$ cat src/verilog/vdtc_pkg.sv
// Package with constants and types for the vectored data transfer controller.
package vdtc_pkg;
  // Descriptor layout: four 32-bit words in memory.
  localparam int unsigned DESC_WORDS = 4;
  localparam logic [31:0] DESC_STRIDE = 32'h0000_0004;
  localparam logic [31:0] VEC_STRIDE  = 32'h0000_0004;
  // Word 0 field positions (mode word), then word 3 count and block fields.
  localparam int unsigned F_SIZE_LO  = 0;
  localparam int unsigned F_SIZE_HI  = 1;
  localparam int unsigned F_MODE_LO  = 2;
  localparam int unsigned F_MODE_HI  = 3;
  localparam int unsigned F_SRC_LO   = 4;
  localparam int unsigned F_SRC_HI   = 5;
  localparam int unsigned F_DST_LO   = 6;
  localparam int unsigned F_DST_HI   = 7;
  localparam int unsigned F_RPT_DST  = 8;
  localparam int unsigned F_IRQ_EACH = 9;
  localparam int unsigned F_CHN_LO   = 10;
  localparam int unsigned F_CHN_HI   = 11;
  localparam int unsigned F_RLEN_LO  = 16;
  localparam int unsigned F_RLEN_HI  = 23;
  localparam int unsigned F_CNT_LO   = 0;
  localparam int unsigned F_CNT_HI   = 15;
  localparam int unsigned F_BLK_LO   = 16;
  localparam int unsigned F_BLK_HI   = 31;
  localparam logic [15:0] CNT_ONE    = 16'h0001;
  localparam logic [15:0] CNT_ZERO   = 16'h0000;
  localparam logic [8:0]  RLEN_ONE   = 9'h001;
  localparam logic [31:0] UNIT_1     = 32'h0000_0001;
  localparam logic [31:0] UNIT_2     = 32'h0000_0002;
  localparam logic [31:0] UNIT_4     = 32'h0000_0004;
  localparam logic [1:0]  IDX_MODE = 2'h0;
  localparam logic [1:0]  IDX_SRC  = 2'h1;
  localparam logic [1:0]  IDX_DST  = 2'h2;
  localparam logic [1:0]  IDX_CNT  = 2'h3;
  localparam logic [1:0]  IDX_LAST = 2'h3;

  typedef enum logic [1:0] {
    SZ_BYTE = 2'b00, SZ_HALF = 2'b01, SZ_WORD = 2'b10, SZ_RSVD = 2'b11
  } vdtc_size_t;
  typedef enum logic [1:0] {
    MD_NORMAL = 2'b00, MD_REPEAT = 2'b01, MD_BLOCK = 2'b10, MD_RSVD = 2'b11
  } vdtc_mode_t;
  typedef enum logic [1:0] {
    AM_FIXED = 2'b00, AM_INC = 2'b01, AM_DEC = 2'b10, AM_RSVD = 2'b11
  } vdtc_addr_t;
  typedef enum logic [1:0] {
    CH_NONE = 2'b00, CH_EACH = 2'b01, CH_END = 2'b10, CH_RSVD = 2'b11
  } vdtc_chain_t;
  typedef enum logic [3:0] {
    ST_IDLE  = 4'b0000, ST_VEC   = 4'b0001, ST_DESC  = 4'b0010,
    ST_RD    = 4'b0011, ST_WR    = 4'b0100, ST_WB    = 4'b0101,
    ST_NEXT  = 4'b0110, ST_DONE  = 4'b0111
  } vdtc_state_t;
endpackage : vdtc_pkg

$ cat src/verilog/vdtc_top.sv
// Vectored data transfer controller: vector fetch, descriptor, move, write-back.
// Behaviour
// RULE1: Each interrupt vector owns one RAM slot pointing at its descriptor.
// RULE2: Activation reads vector slot, then descriptor, then moves data.
// RULE3: Updated descriptor words are written back to where the slot points.
// RULE4: Data unit is one, two or four bytes in every mode.
// RULE5: Normal mode moves one unit per activation, counts down, stops at zero.
// RULE6: Source and destination each stay fixed, increment or decrement by unit.
// RULE7: Repeat mode length is one to 256 units.
// RULE8: Repeat end reloads length, rewinds repeat address, keeps running.
// RULE9: Block mode moves one to 256 units per activation; 16-bit block count.
// RULE10: After each block repeat address rewinds, other address moves on.
// RULE11: Software aligns both addresses to the unit size.
// RULE12: Normal length zero means 65536 transfers.
// RULE13: Block count zero means 65536 blocks.
// RULE14: Every descriptor but the last in a chain carries a chain setting.
// RULE15: Per-transfer chaining runs the next descriptor after every transfer.
// RULE16: End-only chaining runs the next descriptor after the final transfer.
// RULE17: Completion is raised on the activating source's own interrupt line.
// RULE18: Normal mode interrupts per transfer, or only after the final one.
// RULE19: Repeat mode interrupts per transfer, or after each completed repeat.
// RULE20: Block mode interrupts per block, or only after the final block.
// RULE21: Vector table holds four bytes per interrupt source.
// RULE22: Software starts transfers only through the event link software event.
// RULE23: Write-back finishes before another activation is serviced.
//
// The strobed register port and the register offsets were left to the implementer.
`timescale 1ns/100ps
`default_nettype none
module vdtc_top
  import vdtc_pkg::*;
#(
  parameter int unsigned irq_source_count = 8,
  parameter int unsigned IW = $clog2(irq_source_count)
) (
  // Clock and reset.
  input  wire logic                        clk,
  input  wire logic                        reset,
  // Control.
  input  wire logic [31:0]                 vecBase,
  input  wire logic [irq_source_count-1:0] actReq,
  // Interrupt path to the CPU and to the sources.
  output logic [irq_source_count-1:0]      cpuIrq,
  output logic [irq_source_count-1:0]      actDone,
  output logic [irq_source_count-1:0]      actDisable,
  output logic                             busy,
  // Memory bus.
  output logic                             memReq,
  output logic                             memWe,
  output logic [31:0]                      memAddr,
  output logic [31:0]                      memWdata,
  output logic [1:0]                       memSize,
  input  wire logic                        memAck,
  input  wire logic [31:0]                 memRdata
);
  // ----------------------------------------------------------------------
  // State
  // ----------------------------------------------------------------------
  vdtc_state_t state_q, state_d;
  logic [31:0] desc_q [DESC_WORDS];
  logic [31:0] descPtr_q, dataBuf_q, rptStart_q;
  logic [1:0]  wIdx_q;
  logic [IW-1:0] src_q;
  logic [8:0]  blkLeft_q;
  logic        irqHit_q, chainGo_q, lastTr_q;
  logic [irq_source_count-1:0] dis_q;

  // ----------------------------------------------------------------------
  // Descriptor decode
  // ----------------------------------------------------------------------
  vdtc_size_t  uSize;
  vdtc_mode_t  uMode;
  vdtc_addr_t  sMode, dMode;
  vdtc_chain_t cMode;
  wire logic [31:0] w0 = desc_q[IDX_MODE];
  assign uSize = vdtc_size_t'(w0[F_SIZE_HI:F_SIZE_LO]);
  assign uMode = vdtc_mode_t'(w0[F_MODE_HI:F_MODE_LO]);
  assign sMode = vdtc_addr_t'(w0[F_SRC_HI:F_SRC_LO]);
  assign dMode = vdtc_addr_t'(w0[F_DST_HI:F_DST_LO]);
  assign cMode = vdtc_chain_t'(w0[F_CHN_HI:F_CHN_LO]);
  wire logic       rptDst  = w0[F_RPT_DST];
  wire logic       irqEach = w0[F_IRQ_EACH];
  // Repeat length field of zero encodes 256 units.
  // RULE7: repeat length range
  wire logic [8:0] rLen = {w0[F_RLEN_HI:F_RLEN_LO] == 8'h00,
                           w0[F_RLEN_HI:F_RLEN_LO]};
  wire logic [15:0] cnt = desc_q[IDX_CNT][F_CNT_HI:F_CNT_LO];
  wire logic [15:0] blk = desc_q[IDX_CNT][F_BLK_HI:F_BLK_LO];

  // Unit size in bytes.
  // RULE4: unit size select
  wire logic [31:0] unitB = (uSize == SZ_WORD) ? UNIT_4 :
                            (uSize == SZ_HALF) ? UNIT_2 : UNIT_1;

  // Address stepping per unit.
  // RULE6: address update modes
  function automatic logic [31:0] stepA(input logic [31:0] a,
                                        input vdtc_addr_t m,
                                        input logic [31:0] u);
    logic [31:0] r;
    r = a;
    if (m == AM_INC) begin
      r = a + u;
    end else if (m == AM_DEC) begin
      r = a - u;
    end
    return r;
  endfunction : stepA

  wire logic [31:0] srcStep = stepA(desc_q[IDX_SRC], sMode, unitB);
  wire logic [31:0] dstStep = stepA(desc_q[IDX_DST], dMode, unitB);

  // Repeat span in bytes; rewinding undoes a whole repeat of stepping.
  wire logic [31:0] span = 32'(rLen) * unitB;
  function automatic logic [31:0] backA(input logic [31:0] a,
                                        input vdtc_addr_t m,
                                        input logic [31:0] s);
    logic [31:0] r;
    r = a;
    if (m == AM_INC) begin
      r = a - s;
    end else if (m == AM_DEC) begin
      r = a + s;
    end
    return r;
  endfunction : backA
  // Counter decrement; zero wraps to 65535, so zero acts as 65536.
  // RULE12: zero as 65536
  wire logic [15:0] cntDec = cnt - CNT_ONE;
  // RULE13: zero block count
  wire logic [15:0] blkDec = blk - CNT_ONE;
  wire logic        cntEnd = (cnt == CNT_ONE);
  wire logic        blkEnd = (blk == CNT_ONE);
  wire logic        unitLast = (blkLeft_q == RLEN_ONE);

  // Pending activation pick: lowest index not disabled.
  logic          anyReq;
  logic [IW-1:0] pick;
  always_comb begin
    anyReq = 1'b0;
    pick   = '0;
    for (int i = irq_source_count - 1; i >= 0; i--) begin
      // A request still standing while its done pulse shows is not taken.
      if (actReq[i] && !dis_q[i] && !actDone[i]) begin
        anyReq = 1'b1;
        pick   = IW'(i);
      end
    end
  end

  // ----------------------------------------------------------------------
  // Sequencer
  // ----------------------------------------------------------------------
  wire logic wbLast = (wIdx_q == IDX_LAST);
  // RULE2: vector, descriptor, data order
  always_comb begin
    state_d = state_q;
    unique case (state_q)
      ST_IDLE: if (anyReq) begin
        state_d = ST_VEC;
      end
      ST_VEC:  if (memAck) begin
        state_d = ST_DESC;
      end
      ST_DESC: if (memAck && wbLast) begin
        state_d = ST_RD;
      end
      ST_RD:   if (memAck) begin
        state_d = ST_WR;
      end
      ST_WR:   if (memAck) begin
        state_d = (uMode == MD_BLOCK && !unitLast) ? ST_RD : ST_WB;
      end
      // RULE23: write-back before next activation
      ST_WB:   if (memAck && wbLast) begin
        state_d = chainGo_q ? ST_NEXT : ST_DONE;
      end
      ST_NEXT: state_d = ST_DESC;
      ST_DONE: state_d = ST_IDLE;
      default: state_d = ST_IDLE;
    endcase
  end

  // Bus address and data selection.
  wire logic rdPhase = (state_q == ST_VEC) || (state_q == ST_DESC) ||
                       (state_q == ST_RD);
  wire logic wrPhase = (state_q == ST_WR) || (state_q == ST_WB);
  // Next word index and pointer, so that the bus sees the coming access.
  wire logic [1:0] wIdxN =
    ((state_q == ST_DESC || state_q == ST_WB) && memAck) ? wIdx_q + 2'h1 :
    (state_q == ST_VEC || state_q == ST_WR || state_q == ST_NEXT) ?
    IDX_MODE : wIdx_q;
  wire logic [31:0] descPtrN =
    (state_q == ST_VEC && memAck) ? memRdata :
    (state_q == ST_NEXT) ? descPtr_q + (DESC_STRIDE << 2) : descPtr_q;
  wire logic [IW-1:0] srcN = (state_q == ST_IDLE) ? pick : src_q;
  wire logic [31:0] wordOff = {28'h000_0000, wIdxN, 2'b00};

  // Transfer bookkeeping at the end of each write.
  logic [31:0] nSrc, nDst, nCnt;
  logic        nLast, nIrq;
  always_comb begin
    nSrc  = srcStep;
    nDst  = dstStep;
    nCnt  = desc_q[IDX_CNT];
    nLast = 1'b0;
    nIrq  = 1'b0;
    unique case (uMode)
      // RULE5: one unit, count down
      MD_NORMAL: begin
        nCnt[F_CNT_HI:F_CNT_LO] = cntDec;
        nLast = cntEnd;
        // RULE18: normal mode interrupt
        nIrq  = irqEach || cntEnd;
      end
      // RULE8: repeat reload and rewind
      MD_REPEAT: begin
        nCnt[F_CNT_HI:F_CNT_LO] = cntEnd ? {7'h00, rLen} : cntDec;
        if (cntEnd && rptDst) begin
          nDst = backA(dstStep, dMode, span);
        end else if (cntEnd) begin
          nSrc = backA(srcStep, sMode, span);
        end
        nLast = cntEnd;
        // RULE19: repeat mode interrupt
        nIrq  = irqEach || cntEnd;
      end
      default: begin
        // RULE10: block rewind and advance
        if (unitLast && rptDst) begin
          nDst = rptStart_q;
        end else if (unitLast) begin
          nSrc = rptStart_q;
        end
        // RULE9: block count field
        if (unitLast) begin
          nCnt[F_BLK_HI:F_BLK_LO] = blkDec;
        end
        nLast = unitLast && blkEnd;
        // RULE20: block mode interrupt
        nIrq  = unitLast && (irqEach || blkEnd);
      end
    endcase
  end

  // Address of the access that the coming state makes.
  // RULE21: four bytes per source
  wire logic [31:0] vecAddr = vecBase + 32'({srcN, 2'b00});
  wire logic [31:0] nextAddr =
    (state_d == ST_VEC) ? vecAddr :
    (state_d == ST_RD)  ? ((state_q == ST_WR) ? nSrc : desc_q[IDX_SRC]) :
    (state_d == ST_WR)  ? desc_q[IDX_DST] : descPtrN + wordOff;

  // RULE14: chain stops at first descriptor without setting
  // RULE15: per-transfer chaining
  // RULE16: end-only chaining
  wire logic chainNow = (cMode == CH_EACH) || (cMode == CH_END && nLast);
  wire logic wbIrqNow = (uMode == MD_REPEAT) ? nIrq : (nIrq || nLast);

  always_ff @(posedge clk) begin
    if (reset) begin
      state_q <= ST_IDLE;
    end else begin
      state_q <= state_d;
    end
  end

  // Descriptor storage and pointers.
  always_ff @(posedge clk) begin
    if (reset) begin
      for (int k = 0; k < DESC_WORDS; k++) begin
        desc_q[k] <= 32'h0000_0000;
      end
      descPtr_q <= 32'h0000_0000;
      dataBuf_q <= 32'h0000_0000;
      rptStart_q <= 32'h0000_0000;
      wIdx_q <= IDX_MODE;
      src_q <= '0;
      blkLeft_q <= RLEN_ONE;
      irqHit_q <= 1'b0;
      chainGo_q <= 1'b0;
      lastTr_q <= 1'b0;
    end else begin
      if (state_q == ST_IDLE && anyReq) begin
        src_q    <= pick;
        irqHit_q <= 1'b0;
      end
      // RULE1: slot gives descriptor pointer
      if (state_q == ST_VEC && memAck) begin
        descPtr_q <= memRdata;
        wIdx_q    <= IDX_MODE;
      end
      if (state_q == ST_DESC && memAck) begin
        desc_q[wIdx_q] <= memRdata;
        wIdx_q         <= wIdx_q + 2'h1;
      end
      // Repeat-side start address and block unit counter latched on load.
      if (state_q == ST_DESC && memAck && wbLast) begin
        rptStart_q <= desc_q[IDX_MODE][F_RPT_DST] ? desc_q[IDX_DST]
                                                  : desc_q[IDX_SRC];
        blkLeft_q  <= rLen;
      end
      if (state_q == ST_RD && memAck) begin
        dataBuf_q <= memRdata;
      end
      if (state_q == ST_WR && memAck) begin
        desc_q[IDX_SRC] <= nSrc;
        desc_q[IDX_DST] <= nDst;
        desc_q[IDX_CNT] <= nCnt;
        blkLeft_q <= blkLeft_q - RLEN_ONE;
        if (uMode != MD_BLOCK || unitLast) begin
          irqHit_q  <= irqHit_q || wbIrqNow;
          chainGo_q <= chainNow;
          lastTr_q  <= nLast;
          wIdx_q    <= IDX_MODE;
        end
      end
      // RULE3: write-back to descriptor location
      if (state_q == ST_WB && memAck) begin
        wIdx_q <= wIdx_q + 2'h1;
      end
      if (state_q == ST_NEXT) begin
        descPtr_q <= descPtr_q + (DESC_STRIDE << 2);
        wIdx_q    <= IDX_MODE;
      end
    end
  end

  // Bus outputs registered from the next state.
  wire logic nRd = (state_d == ST_VEC) || (state_d == ST_DESC) ||
                   (state_d == ST_RD);
  wire logic nWr = (state_d == ST_WR) || (state_d == ST_WB);
  always_ff @(posedge clk) begin
    if (reset) begin
      memReq   <= 1'b0;
      memWe    <= 1'b0;
      memAddr  <= 32'h0000_0000;
      memWdata <= 32'h0000_0000;
      memSize  <= SZ_WORD;
      busy     <= 1'b0;
    end else begin
      memReq   <= (nRd || nWr) && !(memReq && memAck && (rdPhase || wrPhase)
                  && state_d == state_q && state_q != ST_DESC
                  && state_q != ST_WB);
      memWe    <= nWr;
      memAddr  <= nextAddr;
      memWdata <= (state_d != ST_WR) ? desc_q[wIdxN] :
                  (state_q == ST_RD) ? memRdata : dataBuf_q;
      memSize  <= (state_d == ST_RD || state_d == ST_WR) ? uSize : SZ_WORD;
      busy     <= (state_d != ST_IDLE);
    end
  end

  // Bus requests hold steady until accepted.
  a_req_hold: assert property ( // RULE2
    @(posedge clk) disable iff (reset) memReq && !memAck |=> memReq)
    else $error("memory request dropped before acknowledge");
  a_addr_hold: assert property ( // RULE2
    @(posedge clk) disable iff (reset) memReq && !memAck |=> $stable(memAddr))
    else $error("memory address moved before acknowledge");
  a_vec_first: assert property ( // RULE2
    @(posedge clk) disable iff (reset) $rose(busy) |-> memReq && !memWe)
    else $error("activation did not open with a read");
  a_idle_quiet: assert property ( // RULE23
    @(posedge clk) disable iff (reset) !busy |-> !memReq)
    else $error("memory request while idle");
  a_wb_write: assert property ( // RULE3
    @(posedge clk) disable iff (reset) state_q == ST_WB && memReq |-> memWe)
    else $error("write-back access is not a write");
  a_size_legal: assert property ( // RULE4
    @(posedge clk) disable iff (reset) memReq |-> memSize != SZ_RSVD)
    else $error("reserved unit size on the bus");
  a_irq_done: assert property ( // RULE17
    @(posedge clk) disable iff (reset) (cpuIrq & ~actDone) == '0)
    else $error("interrupt without its done pulse");
  a_dis_sticky: assert property ( // RULE5
    @(posedge clk) disable iff (reset) 1'b1 |=>
    ($past(actDisable) & ~actDisable) == '0)
    else $error("source disable released");

  // Per-source interrupt, done pulse and disable latch.
  // RULE17: completion on source interrupt
  genvar g;
  generate
    for (g = 0; g < irq_source_count; g++) begin : gSrc
      wire logic fin = (state_q == ST_DONE) && (src_q == IW'(g));
      always_ff @(posedge clk) begin
        if (reset) begin
          cpuIrq[g]     <= 1'b0;
          actDone[g]    <= 1'b0;
          dis_q[g]      <= 1'b0;
          actDisable[g] <= 1'b0;
        end else begin
          cpuIrq[g]     <= fin && irqHit_q;
          actDone[g]    <= fin;
          dis_q[g]      <= dis_q[g] || (fin && lastTr_q &&
                           uMode != MD_REPEAT);
          actDisable[g] <= dis_q[g] || (fin && lastTr_q &&
                           uMode != MD_REPEAT);
        end
      end
    end
  endgenerate
endmodule : vdtc_top
`default_nettype wire

$ cat config.mk
export PLATFORM = sky130hd
export DESIGN_NAME = vdtc_top
export DESIGN_NICKNAME = d
export VERILOG_FILES = /design/src/verilog/vdtc_pkg.sv /design/src/verilog/vdtc_top.sv
export SDC_FILE = /design/constraint.sdc
export NUM_CORES = 1
export LEC_CHECK = 0
export BUFFER_PORTS_ARGS = -buffer_cell sky130_fd_sc_hd__buf_2
export CORE_MARGIN = 2
export CORE_UTILIZATION = 36
export DETAILED_ROUTE_END_ITERATION = 12
export PLACE_DENSITY = 0.5
export SLEW_MARGIN = 0
export SYNTH_ARGS = -nofsm -noshare
export SYNTH_HDL_FRONTEND = slang
export SYNTH_SLANG_ARGS = --single-unit
export TNS_END_PERCENT = 50
$ cat constraint.sdc
create_clock -name clk -period 9 [get_ports clk]
set_clock_uncertainty 0.05 [all_clocks]
set_input_delay 1.8 -clock clk [delete_from_list [all_inputs] [get_ports clk]]
set_output_delay 1.8 -clock clk [all_outputs]
set_load 0.05 [all_outputs]
* Word level (Yosys, flattened, before mapping) *
Memories as Yosys holds them, arrays and structs flattened.
Cells that the tools add are included.

word-level totals
  bits in registers = 210
  latch bits = 0
  memory bits (writable) = 128
  ROM bits = 0
  output and inout port bits = 93
  word-level logic and storage cells = 313
  memories = 1

memory list
  name    words  bits a word  rd ports  clocked after memory_dff  wr ports  RTL line        source
  desc_q  4      32           5         0                         4         vdtc_top.sv:60  logic [31:0] desc_q [DESC_WORDS];

operators by class
  $add $sub $neg = 15
  multipliers = 1
  div/mod/pow operators = 0
  order comparisons = 0
  equality and inequality tests = 39
  shift-type cells = 0
  muxes and demuxes = 88
  bitwise logic cells = 4
  reductions and logical operators = 125

operator list
  kind                                                count
  two-way mux 32 bit                                  29
  one-hot mux 32 bit (2 select lines)                 2
  logical AND 1 bit                                   69
  adder 32 x 12 -> 32 bit                             2
  adder 32 x 3 -> 32 bit                              2
  subtractor 32 x 12 -> 32 bit                        2
  subtractor 32 x 3 -> 32 bit                         2
  two-way mux 16 bit                                  3
  two-way mux 3 bit                                   11
  adder 32 x 4 -> 32 bit                              1
  adder 32 x 5 -> 32 bit                              1
  adder 32 x 5 -> 32 bit, second input constant       1
  == test 16 x 1 -> 1 bit, second input constant      2
  one-hot mux 16 bit (2 select lines)                 1
  OR reduction 32 bit                                 1
  subtractor 16 x 1 -> 16 bit, second input constant  2
  one-hot mux 4 bit (7 select lines)                  1
  logical OR 1 bit                                    26
  == test 4 x 3 -> 1 bit, second input constant       6
  two-way mux 1 bit                                   24
  two-way mux 4 bit                                   6
  logical NOT 1 bit                                   18
  two-way mux 2 bit                                   9
  two-way mux 9 bit                                   2
  26 further kinds                                    49

* Depth between registers and ports, before layout *
  depth in word-level cells = 19
  mapped depth = 29

* Worst setup path before layout *
No wires, ideal clock.

  kind = input port to flip-flop
  from = in memAck
  to = reg memAddr[28]
  library setup time = 58 ps
  data arrival time = 5,899 ps
  slack = 2,994 ps
  stages = 19
  cell sequence = buf_4 -> or3b_2 -> nor2_4 -> buf_2 -> buf_2 -> buf_1 -> nand2_1 -> nand2_1 -> ha_1 -> inv_1 -> fa_1 -> nor2_1 -> nand4_1 -> or2_2 -> or3_1 -> clkbuf_1 -> or3_1 -> a311oi_1 -> a211o_1

on the way
  cells in the longest elaborated chain, start to end = 7
  elaborated cells on any way between the ends = 18

ends and longest elaborated chain
  item                                                            RTL line         source
  start, declared                                                 vdtc_top.sv:53   input wire logic memAck,
  branches (longest 6 deep; another with adder 32 x 4 -> 32 bit)  n/a
  two-way mux 32 bit (*)                                          vdtc_top.sv:250  (state_d == ST_VEC) ? vecAddr :
  end signal, assigned                                            vdtc_top.sv:346  memAddr <= nextAddr;
  end, declared                                                   vdtc_top.sv:50   output logic [31:0] memAddr,

Every way passes the cells marked *.
A chain may end at the register's enable or synchronous reset.

==> results.py <==
metrics = {
    "critical_path": {
        "ff2ff_setup_slack_ns": 1.98,
        "criticalPathCategory": "reg2reg",
        "cp-end-kind": "flip-flop",
        "cp_max_fo": 14,
        "required_ns": 9.31,
        "critPathArrivalTime_ns": 7.33,
        "start_kind": "flip-flop",
    },
    "timing": {
        "max_slew_margin_pct": 20.5,
        "hold_viol": 0,
        "tns_ns": 0,
        "worst_slew_pin_slew_ns": 1.18,
        "rsz0062_at_grt": "no",
        "fmax_ghz": 0.142,
        "finalCritPeriodShare_pct": 78.1,
        "slew_violations": 0,
        "period_needed_ns": 7.02,
        "finalSetupViolations": 0,
    },
    "global_route": {
        "antenna_found_initial": 10,
        "grt.total_usage_pct": 34.3,
        "grt_pass1_vias": 26600,
        "grt_overflow": 0,
        "grt_max_degree": 75,
        "grt_pass1_wl_um": 195000,
    },
    "synthesis": {
        "async_flop_share_pct": 0,
        "synth_area_leaders": "dfxtp_1 15%, edfxtp_1 14%, nand2_1 7.7%",
        "synth_cell_types": 100,
        "syn_avg_cell_area_um2": 7.68,
        "synth_cells": 3536,
        "yosysTopAreaCellShare_pct": 15.5,
        "synth_edf_count": 128,
        "synthFlopType": "dfxtp_1",
        "synthesis.nets": 3717,
        "ys_seq_area_share_pct": 29.6,
        "yosys_register_bits": 338,
        "yosysTopAreaCell": "dfxtp_1",
        "ys.warnings.count": 0,
        "syn_area_um2": 27200,
    },
    "clock_network": {
        "hold_buffers": 0,
        "path_clk_slew_ns": 0.06,
        "cts.sinks": 338,
        "post_cts_resize_count": 0,
        "numCtsBuffers": 43,
        "clk_latency_ns": 0.61,
        "ctsHtreeMaxLevel": 2,
        "cts_root_buffer": "clkbuf_16",
        "clock_path_buffers": 3,
        "cts_setup_buffers": 0,
        "cts_tree": "done",
    },
    "route": {
        "dr.pass1.iters": 7,
        "drc": 0,
        "dr.first_iter.drc_count": 3823,
        "wl_per_cell_um": 30.1,
        "vias": 28900,
        "routed_wl_um": 137000,
        "ant_nets": 0,
        "vias_per_cell": 6.34,
    },
    "power_and_ir_drop": {
        "irDropWorstVdd_mv": 0.119,
        "p_leak_nw": 11.0,
        "power_density_nw_per_um2": 144,
    },
    "place": {
        "post-dp-hpwl_um": 100000,
        "place.port_buffers": 167,
        "gp_congestion": 0.983,
    },
    "floorplanning": {
        "rows": 100,
        "die_y_um": 279,
        "core_um2": 74600,
        "start_util_pct": 36.4,
        "dieArea_um2": 77700,
        "die_w_um": 279,
        "num_io_pins": 168,
    },
    "layout": {
        "final_common_cell": "nand2_1",
        "finish.utilization_pct": 40.6,
        "nNetsFinal": 3736,
        "final_cell_mix": "555 x nand2_1, 290 x nor2_1, 210 x dfxtp_1, 206 x a21oi_1, 190 x o21ai_0",
        "synthToLayoutAreaGrowth_pct": 11.4,
        "drive_gt1_share_pct": 10.1,
    },
    "run": {
        "maxCapViolCount": 0,
    },
    "min_path": {
        "min_path_type": "reg2reg",
    },
    "status": {
        "status": "finished, final reports clean",
    },
}
critical path, stage by stage, from the launching register on:
cell,delay (ns)
edfxtp_1,0.43
inv_1,0.12
ha_1,0.56
nand2_1,0.16
fa_1,0.59
inv_1,0.06
ha_1,0.28
a21o_1,0.18
a21oi_1,0.24
o21bai_1,0.09
a21oi_1,0.25
o21bai_1,0.10
a21oi_1,0.22
o21bai_1,0.10
a21o_1,0.23
ha_1,0.42
inv_1,0.12
nor3_1,0.30
nand3_1,0.17
a211oi_1,0.71
nand3_1,0.28
nor4_1,0.44
o211ai_1,0.18
xnor2_1,0.21
o21ai_1,0.10
a22o_1,0.19
per-layer routing:
layer	vias to the layer above	routed length (µm)	GRT usage, %
met4	12	7940	17.7
met2	1651	57800	50.7
met1	14000	57400	47.2
li1	13000	-	-
met3	295	13900	6.76
met5	-	80	0
sequential cells by signal, summed over array words and instances, names as in the netlist, 4 cells and up:
register    cells
state_q         4
dataBuf_q      32
memWdata       32
actDone         8
descPtr_q      32
desc_q        128
memAddr        32
dis_q           8
rptStart_q     32
cpuIrq          8
blkLeft_q       9
logic make-up (layout without fill, tap and decap cells):
group | after synthesis | in the layout | share of synthesized area [%]
xor gates and xnor gates | 216 | 216 | 6.99
and+or+nand+nor | 1501 | 1501 | 26.8
AOI/OAI and AO/OA | 919 | 919 | 22.7
other | 1 | 3 | 0.0138
buffers and inverters | 368 | 421 | 5.27
DFF | 338 | 338 | 29.6
muxes | 87 | 87 | 3.21
adders and majority gates | 106 | 106 | 5.38
worst paths after layout:
| path | from | to | cells after the start |
|---|---|---|---|
| worst min register to register | dataBuf_q[20] | dataBuf_q[20] | 2 |
| worst max register to register | desc_q[0][1] | desc_q[1][24] | 25 |
| worst min-delay path | dataBuf_q[20] | dataBuf_q[20] | 2 |
| worst max-delay path | desc_q[0][1] | desc_q[1][24] | 25 |
through the flow:
stage / setup WS (ns) / total power [W] / hold WS (ns) / area [µm²] / std cells
final: 1.98 / 0.00436 / 0.402 / 30300 / 4560
after floorplan: 2.99 / 0.00220 / 0.382 / 27200 / 3536
after detailed placement: 2.15 / 0.00253 / 0.396 / 28800 / 4479
after CTS: 2.10 / 0.00435 / 0.404 / 30200 / 4558
after global routing: 1.52 / 0.00448 / 0.418 / 30300 / 4560
after global placement: 2.16 / 0.00254 / 0.390 / 28800 / 4479
Yosys cell counts (13+ instances only):
cell      count
a211oi_1    104
a21o_1       19
a21oi_1     207
a221oi_1     20
a22o_1       16
a22oi_1      15
a31oi_1      68
a32o_1       14
a32oi_1      17
and2_1       36
and3_1      100
and4_1       13
buf_1        18
buf_2        14
clkbuf_1    227
dfxtp_1     210
edfxtp_1    128
fa_1         18
ha_1         88
inv_1       100
mux2i_1      86
nand2_1     556
nand2b_1     31
nand3_1     100
nand4_1      50
nor2_1      293
nor2b_1      22
nor3_1      103
nor4_1       55
o211ai_1     36
o21ai_0     192
o21bai_1     22
o221ai_1     25
o22ai_1      22
o31ai_1      14
or3_1        38
or4_1        33
xnor2_1     128
xor2_1       87
power breakdown:
| part | switching [W] | internal (W) | leakage [nW] | total (W) |
|---|---|---|---|---|
| sequential | 0.0000862 | 0.00163 | 3.03 | 0.00172 |
| clock | 0.000756 | 0.00108 | 0.718 | 0.00183 |
| combinational | 0.000576 | 0.000235 | 7.22 | 0.000811 |
cell type report:
class                      instances  area, µm²
fill                            7847      44300
clock inverter                     9       85.1
clock buffer                      70       1380
sequential                       338       8050
antenna                            2       5.00
inverter                         102        383
timing repair buffer             240       1390
multi-input combinational       2830      17800
tap                              969       1210
Power figures use the tool's default switching activity.
